===== src/logic/irq_pkg.sv =====
package irq_pkg;

  // ---------------------------------------------------------------
  // register indices (byte address is four times the index)
  // ---------------------------------------------------------------
  localparam int APB_ADDR_W = 10;
  localparam logic [7:0] IDX_TIMER_EXTINT_CONTROL = 8'h88;
  localparam logic [7:0] IDX_INTERRUPT_ENABLE_THIRD = 8'h9A;
  localparam logic [7:0] IDX_INTERRUPT_ENABLE_FIRST = 8'hA8;
  localparam logic [7:0] IDX_INTERRUPT_ENABLE_SECOND = 8'hB8;
  localparam logic [7:0] IDX_INTERRUPT_REQUEST_FLAGS = 8'hC0;
  localparam logic [7:0] IDX_TIMER2_CONTROL = 8'hC8;
  localparam logic [7:0] IDX_COMPARE_TIMER_CONTROL = 8'hE1;

  // ---------------------------------------------------------------
  // field positions
  // ---------------------------------------------------------------
  localparam int TEC_EXT0_TYPE = 0;
  localparam int TEC_EXT0_REQ = 1;
  localparam int TEC_EXT1_TYPE = 2;
  localparam int TEC_EXT1_REQ = 3;
  localparam int TEC_T0_OVF = 5;
  localparam int TEC_T1_OVF = 7;
  localparam int EN0_GLOBAL = 7;
  localparam int EN1_RELOAD = 7;
  localparam int EN2_SERB = 0;
  localparam int EN2_CMP_TIMER = 3;
  localparam int IRQF_CONV = 0;
  localparam int IRQF_EXT2 = 1;
  localparam int IRQF_EXT3 = 2;
  localparam int IRQF_EXT4 = 3;
  localparam int IRQF_EXT5 = 4;
  localparam int IRQF_EXT6 = 5;
  localparam int IRQF_T2_OVF = 6;
  localparam int IRQF_RELOAD = 7;
  localparam int T2C_EXT2_POL = 5;
  localparam int T2C_EXT3_POL = 6;
  localparam int CTC_CMP_OVF = 3;
  localparam int PIN_RELOAD = 7;

  // ---------------------------------------------------------------
  // interrupt sources, in the order of the pending vector
  // ---------------------------------------------------------------
  localparam int NUM_SRC = 14;
  localparam int SRC_EXT0 = 0;
  localparam int SRC_T0 = 1;
  localparam int SRC_EXT1 = 2;
  localparam int SRC_T1 = 3;
  localparam int SRC_SERA = 4;
  localparam int SRC_T2 = 5;
  localparam int SRC_CONV = 6;
  localparam int SRC_EXT2 = 7;
  localparam int SRC_EXT3 = 8;
  localparam int SRC_EXT5 = 10;
  localparam int SRC_SERB = 12;
  localparam int SRC_CMP_TIMER = 13;

  localparam logic [7:0] REG_RESET = 8'h00;
  localparam logic [7:0] PIN_IDLE = 8'hFF;

  typedef struct packed {
    logic psel;
    logic penable;
    logic pwrite;
    logic [APB_ADDR_W-1:0] paddr;
    logic [31:0] pwdata;
  } apb_req_type;

  typedef struct packed {
    logic timer0_overflow;
    logic timer1_overflow;
    logic timer2_overflow;
    logic serial_a_rx_flag;
    logic serial_a_tx_flag;
    logic serial_b_rx_flag;
    logic serial_b_tx_flag;
    logic converter_done;
    logic [3:0] compare_event;
    logic compare_channel_4;
    logic cmp_timer_rollover;
  } periph_event_type;

  typedef struct packed {
    logic [7:0] pin_meta;
    logic [7:0] pin_sync;
    logic [7:0] pin_prev;
    logic [7:0] timer_extint_control;
    logic [7:0] interrupt_enable_first;
    logic [7:0] interrupt_enable_second;
    logic [7:0] interrupt_enable_third;
    logic [7:0] interrupt_request_flags;
    logic [7:0] timer2_control;
    logic [7:0] compare_timer_control;
    logic [NUM_SRC-1:0] pending;
    logic reload_strobe;
    logic pready;
    logic pslverr;
    logic [31:0] prdata;
  } state_type;

endpackage : irq_pkg


===== src/logic/interrupt_request_enable_logic.sv =====
// Functional notes
// - global enable zero blocks every source; one lets individual enables decide
// - first enable register at 0A8H: global, spare, t2, serial a, t1, ext1, t0, ext0
// - second enable register at 0B8H: converter, ext2..ext6, reload interrupt enables
// - third enable register at 09AH: serial b and compare timer enables
// - reload enable masks only the reload request, never the reload action
// - ext0/ext1 type bit: one is falling edge, zero is low level
// - edge mode flag set on fall, cleared on vector; level mode follows pin
// - timer 0/1 overflow flags set on rollover, cleared on vector
// - serial rx and tx flags ORed per channel, never cleared on vector
// - timer 2 request is overflow OR reload flag, no clear on vector
// - converter flag set per conversion before result valid, software clears
// - ext2 flag set on rising edge if polarity one, else falling edge
// - ext3 flag set on rising edge if polarity one, else falling edge
// - ext2 flag also set by compare channel 4 event, cleared on vector
// - ext3 flag also set by compare channel 0 event, cleared on vector
// - ext4..6 set on rising edge or compare 1..3 event, cleared on vector
// - compare timer overflow flag set on rollover, software clears only
// - request flag register at 0C0H: reload, t2 ovf, ext6..ext2, converter
// - reload flag set on reload pin fall while reload enable is one
// - compare timer control register at 0E1H has overflow flag in bit 3
// - timer control at 88H holds ext types, ext0/1 flags, timer flags
// - flags set regardless of enable, except the reload flag; a set flag stays set until cleared, except level-mode ext0/ext1 flags
// - software writes flags like hardware, except level-mode ext0/ext1 flags
//
// Added by the designer: register access over APB.
`timescale 1ns/1ns
`default_nettype none

module interrupt_request_enable_logic (
  input wire logic clk,
  input wire logic sys_rst,
  input wire irq_pkg::apb_req_type apb_req,
  output logic [31:0] prdata,
  output logic pready,
  output logic pslverr,
  input wire logic [6:0] ext_irq_pins,
  input wire logic timer2_reload_pin,
  input wire irq_pkg::periph_event_type periph_event,
  input wire logic [irq_pkg::NUM_SRC-1:0] vector_ack,
  output logic [irq_pkg::NUM_SRC-1:0] irq_pending,
  output logic reload_strobe
);

  // ---------------------------------------------------------------
  // helpers
  // ---------------------------------------------------------------
  function automatic logic reg_hit(input logic [irq_pkg::APB_ADDR_W-1:0] addr,
                                   input logic [7:0] index);
    return addr == {index, 2'b00};
  endfunction : reg_hit

  // a hardware set beats both a vector clear and a software write
  function automatic logic flag_next(input logic old, input logic wr_hit,
                                     input logic wbit, input logic clr,
                                     input logic set);
    return set | (wr_hit ? wbit : (old & ~clr));
  endfunction : flag_next

  irq_pkg::state_type state_reg;
  irq_pkg::state_type state_next;

  logic [7:0] fall;
  logic [7:0] rise;
  logic access;
  logic wr_go;
  logic hit_tec;
  logic hit_en1st;
  logic hit_en2nd;
  logic hit_en3rd;
  logic hit_irqf;
  logic hit_t2c;
  logic hit_ctc;
  logic mapped;
  logic w_tec;
  logic w_irqf;
  logic w_ctc;
  logic [7:0] wbyte;
  logic [7:0] rbyte;
  logic [irq_pkg::NUM_SRC-1:0] req;
  logic [irq_pkg::NUM_SRC-1:0] en;
  logic ext2_edge;
  logic ext3_edge;

  // ---------------------------------------------------------------
  // next state
  // ---------------------------------------------------------------
  always_comb begin
    state_next = state_reg;

    // the first stage feeds only the second
    state_next.pin_meta = {timer2_reload_pin, ext_irq_pins};
    state_next.pin_sync = state_reg.pin_meta;
    state_next.pin_prev = state_reg.pin_sync;
    fall = state_reg.pin_prev & ~state_reg.pin_sync;
    rise = ~state_reg.pin_prev & state_reg.pin_sync;

    // apb: one wait state, write lands on the edge that samples pready
    access = apb_req.psel & apb_req.penable;
    wr_go = access & apb_req.pwrite & state_reg.pready;
    hit_tec = reg_hit(apb_req.paddr, irq_pkg::IDX_TIMER_EXTINT_CONTROL);
    hit_en1st = reg_hit(apb_req.paddr, irq_pkg::IDX_INTERRUPT_ENABLE_FIRST);
    hit_en2nd = reg_hit(apb_req.paddr, irq_pkg::IDX_INTERRUPT_ENABLE_SECOND);
    hit_en3rd = reg_hit(apb_req.paddr, irq_pkg::IDX_INTERRUPT_ENABLE_THIRD);
    hit_irqf = reg_hit(apb_req.paddr, irq_pkg::IDX_INTERRUPT_REQUEST_FLAGS);
    hit_t2c = reg_hit(apb_req.paddr, irq_pkg::IDX_TIMER2_CONTROL);
    hit_ctc = reg_hit(apb_req.paddr, irq_pkg::IDX_COMPARE_TIMER_CONTROL);
    mapped = hit_tec | hit_en1st | hit_en2nd | hit_en3rd | hit_irqf | hit_t2c | hit_ctc;
    w_tec = wr_go & hit_tec;
    w_irqf = wr_go & hit_irqf;
    w_ctc = wr_go & hit_ctc;
    wbyte = apb_req.pwdata[7:0];

    rbyte = irq_pkg::REG_RESET;
    if (hit_tec) begin
      rbyte = state_reg.timer_extint_control;
    end else if (hit_en1st) begin
      rbyte = state_reg.interrupt_enable_first;
    end else if (hit_en2nd) begin
      rbyte = state_reg.interrupt_enable_second;
    end else if (hit_en3rd) begin
      rbyte = state_reg.interrupt_enable_third;
    end else if (hit_irqf) begin
      rbyte = state_reg.interrupt_request_flags;
    end else if (hit_t2c) begin
      rbyte = state_reg.timer2_control;
    end else if (hit_ctc) begin
      rbyte = state_reg.compare_timer_control;
    end

    state_next.pready = access & ~state_reg.pready;
    state_next.pslverr = access & ~state_reg.pready & ~mapped;
    if (access && !state_reg.pready && !apb_req.pwrite) begin
      state_next.prdata = {24'h000000, rbyte};
    end

    // enable registers are plain storage
    if (wr_go && hit_en1st) begin
      state_next.interrupt_enable_first = wbyte;
    end
    if (wr_go && hit_en2nd) begin
      state_next.interrupt_enable_second = wbyte;
    end
    if (wr_go && hit_en3rd) begin
      state_next.interrupt_enable_third = wbyte;
    end
    if (wr_go && hit_t2c) begin
      state_next.timer2_control = wbyte;
    end

    // non-flag bits of the mixed registers take the write as is
    if (w_tec) begin
      state_next.timer_extint_control = wbyte;
    end
    if (w_ctc) begin
      state_next.compare_timer_control = wbyte;
    end

    // timer control flags
    state_next.timer_extint_control[irq_pkg::TEC_T0_OVF] = flag_next(
      state_reg.timer_extint_control[irq_pkg::TEC_T0_OVF], w_tec, wbyte[irq_pkg::TEC_T0_OVF],
      vector_ack[irq_pkg::SRC_T0], periph_event.timer0_overflow);
    state_next.timer_extint_control[irq_pkg::TEC_T1_OVF] = flag_next(
      state_reg.timer_extint_control[irq_pkg::TEC_T1_OVF], w_tec, wbyte[irq_pkg::TEC_T1_OVF],
      vector_ack[irq_pkg::SRC_T1], periph_event.timer1_overflow);

    // level mode ignores writes: the pin owns the flag
    if (state_reg.timer_extint_control[irq_pkg::TEC_EXT0_TYPE]) begin
      state_next.timer_extint_control[irq_pkg::TEC_EXT0_REQ] = flag_next(
        state_reg.timer_extint_control[irq_pkg::TEC_EXT0_REQ], w_tec,
        wbyte[irq_pkg::TEC_EXT0_REQ], vector_ack[irq_pkg::SRC_EXT0], fall[0]);
    end else begin
      state_next.timer_extint_control[irq_pkg::TEC_EXT0_REQ] = ~state_reg.pin_sync[0];
    end
    if (state_reg.timer_extint_control[irq_pkg::TEC_EXT1_TYPE]) begin
      state_next.timer_extint_control[irq_pkg::TEC_EXT1_REQ] = flag_next(
        state_reg.timer_extint_control[irq_pkg::TEC_EXT1_REQ], w_tec,
        wbyte[irq_pkg::TEC_EXT1_REQ], vector_ack[irq_pkg::SRC_EXT1], fall[1]);
    end else begin
      state_next.timer_extint_control[irq_pkg::TEC_EXT1_REQ] = ~state_reg.pin_sync[1];
    end

    // request flag register
    ext2_edge = state_reg.timer2_control[irq_pkg::T2C_EXT2_POL] ? rise[2] : fall[2];
    ext3_edge = state_reg.timer2_control[irq_pkg::T2C_EXT3_POL] ? rise[3] : fall[3];
    state_next.interrupt_request_flags[irq_pkg::IRQF_CONV] = flag_next(
      state_reg.interrupt_request_flags[irq_pkg::IRQF_CONV], w_irqf,
      wbyte[irq_pkg::IRQF_CONV], 1'b0, periph_event.converter_done);
    state_next.interrupt_request_flags[irq_pkg::IRQF_EXT2] = flag_next(
      state_reg.interrupt_request_flags[irq_pkg::IRQF_EXT2], w_irqf,
      wbyte[irq_pkg::IRQF_EXT2], vector_ack[irq_pkg::SRC_EXT2],
      ext2_edge | periph_event.compare_channel_4);
    state_next.interrupt_request_flags[irq_pkg::IRQF_EXT3] = flag_next(
      state_reg.interrupt_request_flags[irq_pkg::IRQF_EXT3], w_irqf,
      wbyte[irq_pkg::IRQF_EXT3], vector_ack[irq_pkg::SRC_EXT3],
      ext3_edge | periph_event.compare_event[0]);
    for (int i = 0; i < 3; i++) begin
      state_next.interrupt_request_flags[irq_pkg::IRQF_EXT4 + i] = flag_next(
        state_reg.interrupt_request_flags[irq_pkg::IRQF_EXT4 + i], w_irqf,
        wbyte[irq_pkg::IRQF_EXT4 + i], vector_ack[irq_pkg::SRC_EXT3 + 1 + i],
        rise[4 + i] | periph_event.compare_event[1 + i]);
    end
    state_next.interrupt_request_flags[irq_pkg::IRQF_T2_OVF] = flag_next(
      state_reg.interrupt_request_flags[irq_pkg::IRQF_T2_OVF], w_irqf,
      wbyte[irq_pkg::IRQF_T2_OVF], 1'b0, periph_event.timer2_overflow);
    state_next.interrupt_request_flags[irq_pkg::IRQF_RELOAD] = flag_next(
      state_reg.interrupt_request_flags[irq_pkg::IRQF_RELOAD], w_irqf,
      wbyte[irq_pkg::IRQF_RELOAD], 1'b0,
      fall[irq_pkg::PIN_RELOAD] &
      state_reg.interrupt_enable_second[irq_pkg::EN1_RELOAD]);

    // reload action runs whatever the reload interrupt enable says
    state_next.reload_strobe = fall[irq_pkg::PIN_RELOAD];

    state_next.compare_timer_control[irq_pkg::CTC_CMP_OVF] = flag_next(
      state_reg.compare_timer_control[irq_pkg::CTC_CMP_OVF], w_ctc,
      wbyte[irq_pkg::CTC_CMP_OVF], 1'b0, periph_event.cmp_timer_rollover);

    // pending vector seen by the sequencer
    req = {state_reg.compare_timer_control[irq_pkg::CTC_CMP_OVF],
           periph_event.serial_b_rx_flag | periph_event.serial_b_tx_flag,
           state_reg.interrupt_request_flags[5:0],
           state_reg.interrupt_request_flags[irq_pkg::IRQF_T2_OVF] |
           state_reg.interrupt_request_flags[irq_pkg::IRQF_RELOAD],
           periph_event.serial_a_rx_flag | periph_event.serial_a_tx_flag,
           state_reg.timer_extint_control[irq_pkg::TEC_T1_OVF],
           state_reg.timer_extint_control[irq_pkg::TEC_EXT1_REQ],
           state_reg.timer_extint_control[irq_pkg::TEC_T0_OVF],
           state_reg.timer_extint_control[irq_pkg::TEC_EXT0_REQ]};
    en = {state_reg.interrupt_enable_third[irq_pkg::EN2_CMP_TIMER],
          state_reg.interrupt_enable_third[irq_pkg::EN2_SERB],
          state_reg.interrupt_enable_second[5:0],
          state_reg.interrupt_enable_first[5:0]};
    state_next.pending = req & en &
      {irq_pkg::NUM_SRC{state_reg.interrupt_enable_first[irq_pkg::EN0_GLOBAL]}};
  end

  // ---------------------------------------------------------------
  // state register
  // ---------------------------------------------------------------
  always_ff @(posedge clk) begin
    if (sys_rst) begin
      state_reg <= '0;
      // idle-high pins so reset release does not fake a falling edge
      state_reg.pin_meta <= irq_pkg::PIN_IDLE;
      state_reg.pin_sync <= irq_pkg::PIN_IDLE;
      state_reg.pin_prev <= irq_pkg::PIN_IDLE;
    end else begin
      state_reg <= state_next;
    end
  end

  assign prdata = state_reg.prdata;
  assign pready = state_reg.pready;
  assign pslverr = state_reg.pslverr;
  assign irq_pending = state_reg.pending;
  assign reload_strobe = state_reg.reload_strobe;
endmodule : interrupt_request_enable_logic

`default_nettype wire


===== config.mk =====
export PLATFORM = sky130hd
export DESIGN_NAME = interrupt_request_enable_logic
export DESIGN_NICKNAME = d
export VERILOG_FILES = /design/src/logic/irq_pkg.sv /design/src/logic/interrupt_request_enable_logic.sv
export SDC_FILE = /design/constraint.sdc
export NUM_CORES = 1
export LEC_CHECK = 0
export ABC_CLOCK_PERIOD_IN_PS = 3220
export BUFFER_PORTS_ARGS = -buffer_cell sky130_fd_sc_hd__buf_2
export CORE_MARGIN = 3
export CORE_UTILIZATION = 35
export DETAILED_ROUTE_END_ITERATION = 10
export GPL_TIMING_DRIVEN = 0
export PLACE_DENSITY_LB_ADDON = 0.25
export SYNTH_ARGS = -nofsm -noshare
export SYNTH_HDL_FRONTEND = slang
export SYNTH_SLANG_ARGS = --single-unit

===== constraint.sdc =====
create_clock -name clk -period 3.22 [get_ports clk]
set_input_delay 0.322 -clock clk [delete_from_list [all_inputs] [get_ports clk]]
set_output_delay 0.322 -clock clk [all_outputs]
set_load 0.01 [all_outputs]

# ---- Word-level counts from Yosys, hierarchy flattened
# Index checks and enable logic that the tools add are counted.
dict set report totals {
  register_bits 105
  in_bits 83
  output_inout_bits 49
  wordCells 120
}
dict set report op_classes {
  n_eq_ne 7
  n_mux 24
  bitwise_logic 64
  n_reduce_logical 8
}
# operator n
set ops {}
lappend ops {{10-bit equality test (second input constant)} 7}
lappend ops {{8-bit 2-to-1 mux} 7}
lappend ops {{14-bit AND} 2}
lappend ops {{1-bit OR} 27}
lappend ops {{1-bit AND} 18}
lappend ops {{1-bit 2-to-1 mux} 17}
lappend ops {{1-bit inverter} 13}
lappend ops {{8-bit AND} 1}
lappend ops {{8-bit inverter} 1}
lappend ops {{7-bit AND} 1}
lappend ops {{7-bit inverter} 1}
lappend ops {{1-bit logical AND} 6}
lappend ops {{1-bit zero test} 2}

# ---- Longest topological paths before layout
# Gate-level depths: netlist of the first run.
dict set report logic_depth {
  word_depth 9
  depth_mapped 7
  depth_no_buf 5
}

# ---- Worst setup path before layout of the first run
# OpenSTA, ideal clock, no wires.
dict set report synth_timing {
  path_type {in2reg}
  from {input apb_req[35] (netlist name)}
  to {register state_reg[57] (netlist name)}
  setup_ps 128
  arrival_time_ps 1877
  required_time_ps 3092
  setup_slack_ps 1215
  stages 7
  path_buffers 2
  cell_sequence {buf_6 or4b_4 or3b_1 buf_2 nor2_8 mux2i_1 nor2_1}
}
dict set report synth_via {
  elab_chain_cells 2
}
# element line
set synth_rtl {}
lappend synth_rtl {{start: declaration} interrupt_request_enable_logic.sv:33} ;# input wire irq_pkg::apb_req_type apb_req,
lappend synth_rtl {{10-bit equality test} interrupt_request_enable_logic.sv:50} ;# return addr == {index, 2'b00};
lappend synth_rtl {{1-bit logical AND} interrupt_request_enable_logic.sv:147} ;# if (wr_go && hit_t2c) begin
lappend synth_rtl {{end signal: assignment} interrupt_request_enable_logic.sv:249} ;# state_reg <= state_next;
lappend synth_rtl {{end: declaration} interrupt_request_enable_logic.sv:60} ;# irq_pkg::state_type state_reg;
# Every way passes these cells.
# A chain may end at the register's enable or synchronous reset.

# ---- Worst setup path in the final report of the first run
dict set report layout_timing {
  from {input apb_req[33] (netlist name)}
  to {register state_reg (netlist bit en[6])}
}
dict set report layout_via {
  elab_chain_cells 2
}
# element line
set layout_rtl {}
lappend layout_rtl {{10-bit equality test} interrupt_request_enable_logic.sv:50}
lappend layout_rtl {{1-bit logical AND} interrupt_request_enable_logic.sv:141} ;# if (wr_go && hit_en2nd) begin
# Every way passes these cells.

==> results of run 1 <==
-- power breakdown --
| group | internal (mW) | switching [mW] | total (mW) |
|---|---|---|---|
| Clock | 0.572 | 0.541 | 1.11 |
| Combinational | 0.0910 | 0.128 | 0.219 |
| Sequential | 1.32 | 0.0159 | 1.34 |
| Total | 1.99 | 0.685 | 2.67 |
-- layout make-up --
class                      count  share of cell area (%)
multi-input combinational    351                   38.65
inverter                      13                  0.8545
clock inverter                 6                   1.139
tap                          172                   3.769
buffer                        73                   8.107
clock buffer                  10                   4.185
sequential                   105                   36.81
timing repair buffer          74                   6.486
-- layout by cell type, fill, tap and decap left out, types with 9 or more instances in the layout --
master	n
dfxtp_1	105
buf_2	78
nor2_1	62
buf_4	47
mux2i_1	47
nand2_1	26
or2_2	25
conb_1	24
clkbuf_1	19
o21ai_0	19
a21oi_1	18
a31oi_1	14
inv_1	13
and3_1	12
nand3_1	9
clkbuf_16	9
-- routing by layer --
layer / track usage [%] / up-vias / wire [um]
met1: 25.83 / 1871 / 6358
met2: 28.65 / 146 / 5956
met5: 0 / - / 0
met4: 5.948 / 0 / 288
met3: 3.502 / 20 / 849
li1: - / 1968 / -
-- logic make-up (layout without fill, tap and decap cells) --
logic type             Yosys count  after routing
AO/OA/AOI/OAI                   91             91
other                            1             24
AND/OR/NAND/NOR                189            189
flip-flops                     105            105
multiplexers                    47             47
buffers and inverters           86            176
-- worst max-delay path: cells and delay by family --
family                 cells  cell delay, ns
buffers and inverters      2            0.30
muxes                      1            0.37
and+or+nand+nor            4            1.42
-- through the flow --
stage	cell area, um2	util [%]	std cells	power [mW]	hold WS [ns]
2_1_floorplan	4821	-	542	1.492	0.3895
3_3_place_gp	5406	41.82	788	1.583	0.3907
3_5_place_dp	5406	41.82	788	1.586	0.3923
4_1_cts	5710	44.17	804	2.693	0.1333
5_1_grt	5710	44.17	804	2.767	0.1378
6_report	5710	44.17	804	2.671	0.1365
-- final timing paths --
path                endpoint  cells past startpoint             from  slack [ns]
max                    en[6]                      7      apb_req[33]        1.03
min          state_next[116]                      2  ext_irq_pins[3]        0.14
max reg2reg    state_reg[77]                      6           pready        1.21
min reg2reg  state_next[107]                      1  state_next[115]        0.41
==> flow_summary.json, run 1 <==
{
  "power_density_nw_per_um2": 467.8,
  "dp.final_hpwl_um": 10150,
  "grt-ovfl-total": 0,
  "synth.distinct_cells": 51,
  "core_area_um2": 12930,
  "drive_gt1_share_pct": 27.69,
  "wire_per_inst_um": 16.73,
  "grt_setup_unrepaired": "false",
  "crit_top_cell": "buf_2",
  "start_util_pct": 36.62,
  "cts_setup_buffers": 0,
  "drt-pass1-iter-count": 5,
  "grt.total_usage_pct": 18.44,
  "required_ns": 3.45,
  "hp-class": "in2reg",
  "gp_congestion": 0.8863,
  "cp-end-kind": "flip-flop",
  "cp_slowest_stage_delay_ns": 0.63,
  "drt_iter0_markers": 206,
  "register_area_um2": 2102,
  "cts_max_path_buffers": 2,
  "crit_chain": "buf_2 -> nor4b_4 -> and2_1 -> buf_2 -> nand3_1 -> mux2i_1 -> nor2_1",
  "clock-skew-final_ns": 0.01204,
  "crit_path_max_fanout": 9,
  "h-tree-depth": 3,
  "cts_hold_buf": 0,
  "period_share_pct": 68.04,
  "clock_sinks": 105,
  "nets": 710,
  "syn_area_per_cell_um2": 9.122,
  "wl_um": 13450,
  "clk_pin_slew_ns": 0.08,
  "layout_setup_ws_ns": 1.029,
  "setup_tns_ns": 0,
  "yosysMostFrequentCell": "dfxtp_1",
  "synth-compound-area-share_pct": 12.76,
  "pre_cts_ws_ns": 0.6726,
  "grt_pass1_wl_um": 21090,
  "rows": 41,
  "yosys.area.top_type": "dfxtp_1",
  "setup_viol": 0,
  "arrival_ns": 2.42,
  "clock_latency_ns": 0.36,
  "antenna_found_initial": 0,
  "synthCells": 519,
  "grt_pass1_vias": 3870,
  "fp.dieW_um": 122.3,
  "ys_ff_latch": 105,
  "synth_edf_count": 0,
  "leakagePower_nw": 2.543,
  "fillers": 1334,
  "vdd_drop_max_mv": 0.3462,
  "hold_violations": 0,
  "max-slew-margin-rel_pct": 41.66,
  "synth_top_cells_by_count": "dfxtp_1 (105), nor2_1 (62), buf_4 (47), mux2i_1 (47), nand2_1 (26)",
  "synth-xor-area-share_pct": 0,
  "maxCapViolCount": 0,
  "vias_per_cell": 4.981,
  "tightest_slew_ns": 0.8634,
  "drc_errors": 0,
  "dieArea_um2": 14960,
  "num_io_pins": 132,
  "ys_top_cells_by_area": "dfxtp_1 (44%), mux2i_1 (9.9%), buf_4 (7.5%), nor2_1 (4.9%), or2_2 (3.3%)",
  "synth_ff_type": "dfxtp_1",
  "area_growth_pct": 20.61,
  "largest_reg_flops": 39,
  "synth_adder_area_share_pct": 0,
  "cts_resized": 0,
  "root_buffer": "clkbuf_16",
  "clock.fmax_mhz": 456.4,
  "n_antenna_cell": 0,
  "startpoint_type": "primary input",
  "ys_warn_count": 0,
  "synth_top_area_share_pct": 44.40,
  "status": "complete, no violations",
  "drv_slew": 0,
  "grt_start_max_net_pins": 21,
  "synth_area_um2": 4735,
  "crit_slowest_cell": "nor4b_4",
  "worst-setup-path-type": "in2reg",
  "synth-simple-area-share_pct": 22.01,
  "ys_seq_area_share_pct": 44.40,
  "tritoncts": "yes",
  "final_antenna_net_count": 0,
  "cts_made_buffers": 9,
  "die_h_um": 122.3,
  "multi_input_area_um2": 2207,
  "num_vias": 4005,
  "port_buffers": 74,
  "fin_crit_ns": 2.191,
  "async_reset_ff_share_pct": 0,
  "synthMuxAreaShare_pct": 9.937,
  "synth_top_family_by_area": "simple AND/OR/NAND/NOR gates"
}
Note: power is estimated with default switching activity, not from simulation.
==> inputs of run 2 (changes only) <==
- ABC_CLOCK_PERIOD_IN_PS: 3220 -> 2100
- clock period: 3.22 -> 2.1 ns (I/O delays scaled with it)
==> run 2 against run 1 <==
Die area stayed put. Worst setup slack got worse by 0.85 ns. Highest routed layer unchanged. Combinational power increased by 54%. Clock power up 53%. Register-to-register slack got worse by 1.0 ns. Critical path type is now reg2reg. Critical path depth down 1. Final area up 0.68%. Sequential share of layout area is 0.25 points lower. Largest cell class unchanged.
==> flow_summary.json, run 2 (same netlist as run 1, synthesis figures left out) <==
{
  "required_ns": 2.31,
  "grt_pass1_wl_um": 21090,
  "drt-pass1-iter-count": 4,
  "cts_max_path_buffers": 2,
  "h-tree-depth": 3,
  "grt_start_max_net_pins": 21,
  "tritoncts": "yes",
  "crit_slowest_cell": "dfxtp_1",
  "grt_setup_unrepaired": "false",
  "status": "complete, no violations",
  "num_io_pins": 132,
  "crit_chain": "nand4_1 -> nand2b_4 -> nor3b_1 -> clkbuf_4 -> mux2i_1 -> nor2_1",
  "leakagePower_nw": 2.560,
  "cts_hold_buf": 0,
  "final_common_cell": "dfxtp_1",
  "drv_slew": 0,
  "dieArea_um2": 14960,
  "maxCapViolCount": 0,
  "vdd_drop_max_mv": 0.5310,
  "drive_gt1_share_pct": 28.12,
  "root_buffer": "clkbuf_16",
  "antenna_found_initial": 0,
  "hold_violations": 0,
  "wl_um": 13500,
  "layout_setup_ws_ns": 0.1821,
  "clk_pin_slew_ns": 0.08,
  "area_growth_pct": 21.43,
  "wire_per_inst_um": 16.77,
  "pre_cts_ws_ns": -0.3354,
  "power_density_nw_per_um2": 711.4,
  "setup_viol": 0,
  "clock.fmax_mhz": 521.4,
  "cp_slowest_stage_delay_ns": 0.38,
  "final_cell_mix": "dfxtp_1 (105), buf_2 (77), nor2_1 (62)",
  "final_area_um2": 5749,
  "nets": 711,
  "period_share_pct": 91.33,
  "vias_per_cell": 4.960,
  "largest_reg_flops": 39,
  "port_buffers": 74,
  "gp_congestion": 0.8863,
  "num_vias": 3993,
  "startpoint_type": "flip-flop",
  "drc_errors": 0,
  "grt_pass1_vias": 3870,
  "clock-skew-final_ns": 0.01113,
  "cts_made_buffers": 9,
  "dpl_cell_area_um2": 5406,
  "hp-class": "in2reg",
  "final_util_pct": 44.47,
  "arrival_ns": 2.13,
  "fin_crit_ns": 1.918,
  "grt.total_usage_pct": 18.44,
  "worst-setup-path-type": "reg2reg",
  "final_antenna_net_count": 0,
  "die_h_um": 122.3,
  "grt-ovfl-total": 0,
  "start_util_pct": 36.62,
  "rows": 41,
  "fp.dieW_um": 122.3,
  "drt_iter0_markers": 235,
  "cp-end-kind": "flip-flop",
  "clock_sinks": 105,
  "tightest_slew_ns": 0.7331,
  "max-slew-margin-rel_pct": 51.12,
  "dp.final_hpwl_um": 10150,
  "clock_latency_ns": 0.35,
  "core_area_um2": 12930,
  "n_antenna_cell": 0,
  "crit_path_max_fanout": 8
}
==> run 2: power by group <==
part           internal [mW]  switching [mW]  leakage, nW
Sequential              2.03          0.0244        0.855
Combinational          0.140           0.197         1.55
Clock                  0.878           0.823        0.151
==> run 2: final cells by class <==
class                           instances  area [um2]
Clock inverter                          6       65.06
Clock buffer                           10       239.0
Tap cell                              172       215.2
Fill cell                            1335        7178
Timing Repair Buffer                   75       390.4
Multi-Input combinational cell        351        2223
Buffer                                 73       465.4
Sequential cell                       105        2102
Inverter                               13       48.80
==> run 2: worst max-delay path, delay by kind of cell (launching register included) <==
kind                   cells  cell delay (ns)
DFF                        1             0.38
buffers and inverters      1             0.30
and+or+nand+nor            4             0.88
muxes                      1             0.22
==> run 2: metal layers <==
layer	vias to the layer above	part of all wire, %	wire length (um)	global-route usage [%]
met4	0	2.2	294	5.948
met2	137	44	5997	28.65
met1	1867	48	6444	25.83
li1	1968	-	-	-
met5	-	0	0	0
met3	21	5.6	761	3.502
==> run 2: timing repair <==
item                       4_1_cts  5_1_grt
setup buffers                    0        1
setup endpoints to repair        0       29
gates resized for setup          0        4
==> run 2: path summary, 6_finish.rpt <==
kind | depth (start not counted) | start | slack [ns] | endpoint
min reg2reg | 1 | state_next[115] | 0.41 | state_next[107]
max reg2reg | 6 | pready | 0.18 | state_reg[77]
min | 2 | ext_irq_pins[3] | 0.03 | state_next[116]
max | 6 | pready | 0.18 | state_reg[77]
==> run 2: per-stage QoR <==
| stage | power (mW) | setup TNS, ns | hold WS, ns | cells |
|---|---|---|---|---|
| floorplan | 2.288 | 0 | 0.3138 | 542 |
| global placement | 2.428 | -6.084 | 0.3907 | 788 |
| detailed placement | 2.433 | -7.048 | 0.3923 | 788 |
| CTS | 4.129 | 0 | 0.02133 | 804 |
| global route | 4.244 | 0 | 0.02577 | 805 |
| finish | 4.090 | 0 | 0.02830 | 805 |
==> inputs of run 3 (changes only) <==
- CTS_BUF_LIST: unset -> sky130_fd_sc_hd__clkbuf_2
==> run 3 against run 2 <==
Worst setup slack gained 0.0077 ns. Highest routed layer unchanged. Critical path depth shrank 2. Via count grew 3.5%. Utilization grew 1.6 points.
==> flow_summary.json, run 3 (same netlist as run 1, synthesis figures left out) <==
{
  "crit_slowest_cell": "nor4_4",
  "arrival_ns": 2.45,
  "drv_slew": 0,
  "setup_viol": 0,
  "clk_pin_slew_ns": 0.31,
  "rows": 41,
  "num_vias": 4133,
  "path_delay_family": "simple AND/OR/NAND/NOR gates",
  "wl_um": 13800,
  "final_cell_mix": "dfxtp_1 (105), buf_2 (77), nor2_1 (62)",
  "startpoint_type": "flip-flop",
  "clock_sinks": 105,
  "hold_violations": 0,
  "final_util_pct": 46.06,
  "antenna_found_initial": 0,
  "cts_made_buffers": 9,
  "start_util_pct": 36.62,
  "worst_r2r_path_depth": 4,
  "grt_setup_unrepaired": "true",
  "grt-ovfl-total": 0,
  "grt.total_usage_pct": 18.93,
  "required_ns": 2.64,
  "crit_path_start": "pready",
  "h-tree-depth": 3,
  "maxCapViolCount": 0,
  "grt_pass1_wl_um": 21650,
  "wire_per_inst_um": 16.31,
  "cts_setup_buffers": 0,
  "final_antenna_net_count": 0,
  "n_antenna_cell": 0,
  "fin_crit_ns": 1.910,
  "grt_pass1_vias": 4049,
  "tritoncts": "yes",
  "clock.fmax_mhz": 523.5,
  "final_area_um2": 5954,
  "grt_start_max_net_pins": 21,
  "fp.dieW_um": 122.3,
  "drt_iter0_markers": 269,
  "reg2reg_to": "en[5]",
  "port_buffers": 74,
  "area_growth_pct": 25.77,
  "dieArea_um2": 14960,
  "leakagePower_nw": 2.653,
  "power_frac_seq_pct": 60.4,
  "hp-class": "in2reg",
  "crit_path_max_fanout": 8,
  "r2r-start": "pready",
  "final_common_cell": "dfxtp_1",
  "worst-path-stages": 4,
  "power.internal_mw": 2.428,
  "min_from": "apb_req[42]",
  "power_switching_mw": 0.9914,
  "vias_per_cell": 4.885,
  "largest_reg_flops": 39,
  "clock_latency_ns": 0.64,
  "r2r_slack_ns": 0.19,
  "cts_max_path_buffers": 2,
  "dp.final_hpwl_um": 10150,
  "power_density_nw_per_um2": 574.3,
  "critPathBufInv": 0,
  "dpl_cell_area_um2": 5406,
  "period_share_pct": 90.96,
  "drive_gt1_share_pct": 25.96,
  "cp_slowest_stage_delay_ns": 0.80,
  "max-slew-margin-rel_pct": 44.66,
  "cp-endpoint": "en[5]",
  "clock-skew-final_ns": 0.05962,
  "vdd_drop_max_mv": 0.4620,
  "root_buffer": "clkbuf_2",
  "cp-end-kind": "flip-flop",
  "pwr-share-comb_pct": 11.6,
  "crit_chain": "nand4_1 -> nor4_4 -> mux2i_1 -> nor2_1",
  "nets": 752,
  "netSwitchingFraction_pct": 28.99,
  "die_h_um": 122.3,
  "num_io_pins": 132,
  "status": "complete, no violations",
  "core_area_um2": 12930,
  "setup_tns_ns": 0,
  "clkPwrFrac_pct": 27.9,
  "drc_errors": 0,
  "worst-setup-path-type": "reg2reg",
  "tightest_slew_ns": 0.8239,
  "gp_congestion": 0.8863,
  "drt-pass1-iter-count": 4
}
-- run 3: timing repair --
item	CTS	global route
resized for setup	0	3
setup endpoints to repair	0	13
hold buffers	42	0
hold endpoints to repair	72	0
-- run 3: layout make-up --
type	instances	area [um2]
plain buffers	73	465.4
clock buffers	9	45.04
clock inverters	7	68.82
fillers	1317	6973
inverters	13	48.80
multi-input cells	351	2218
flip-flops and latches	105	2102
well taps	172	215.2
repair buffers	116	790.8
-- run 3: worst min path at each step --
stage / to / cells after the start / slack, ns
after CTS: prdata[6] / 4 / 0.02
after floorplan: state_next[113] / 1 / 0.31
after detailed placement: state_next[107] / 1 / 0.39
after global routing: prdata[3] / 5 / 0.04
final: prdata[6] / 4 / 0.07
after global placement: state_next[110] / 1 / 0.39
-- run 3: power groups by stage --
stage               combinational [mW]  clock (mW)  sequential [mW]
finish                           0.398       0.955             2.07
global placement                 0.329           0             2.10
detailed placement               0.333           0             2.10
CTS                              0.392       0.986             2.07
global route                     0.440        1.06             2.07
floorplan                        0.200           0             2.09
-- run 3: worst reg2reg max path: stages (launching register included) --
cell and delay [ns]:
dfxtp_1 0.45, nand4_1 0.24, nor4_4 0.80, mux2i_1 0.28, nor2_1 0.06
-- run 3: per-layer routing --
layer | track usage, % | part of all wire [%] | up-vias
li1 | - | - | 2043
met1 | 26.32 | 48 | 1947
met2 | 30.20 | 45 | 126
met3 | 3.364 | 4.6 | 17
met4 | 5.388 | 1.8 | 0
met5 | 0 | 0 | -
-- run 3: through the flow --
step	hold slack, ns	power (mW)	worst slack, ns	instances
floorplan	0.3138	2.288	0.2073	542
global placement	0.3907	2.428	-0.2929	788
detailed placement	0.3923	2.433	-0.3354	788
CTS	0.02172	3.445	0.09446	846
global route	0.04012	3.571	0.02150	846
finish	0.06875	3.420	0.1898	846
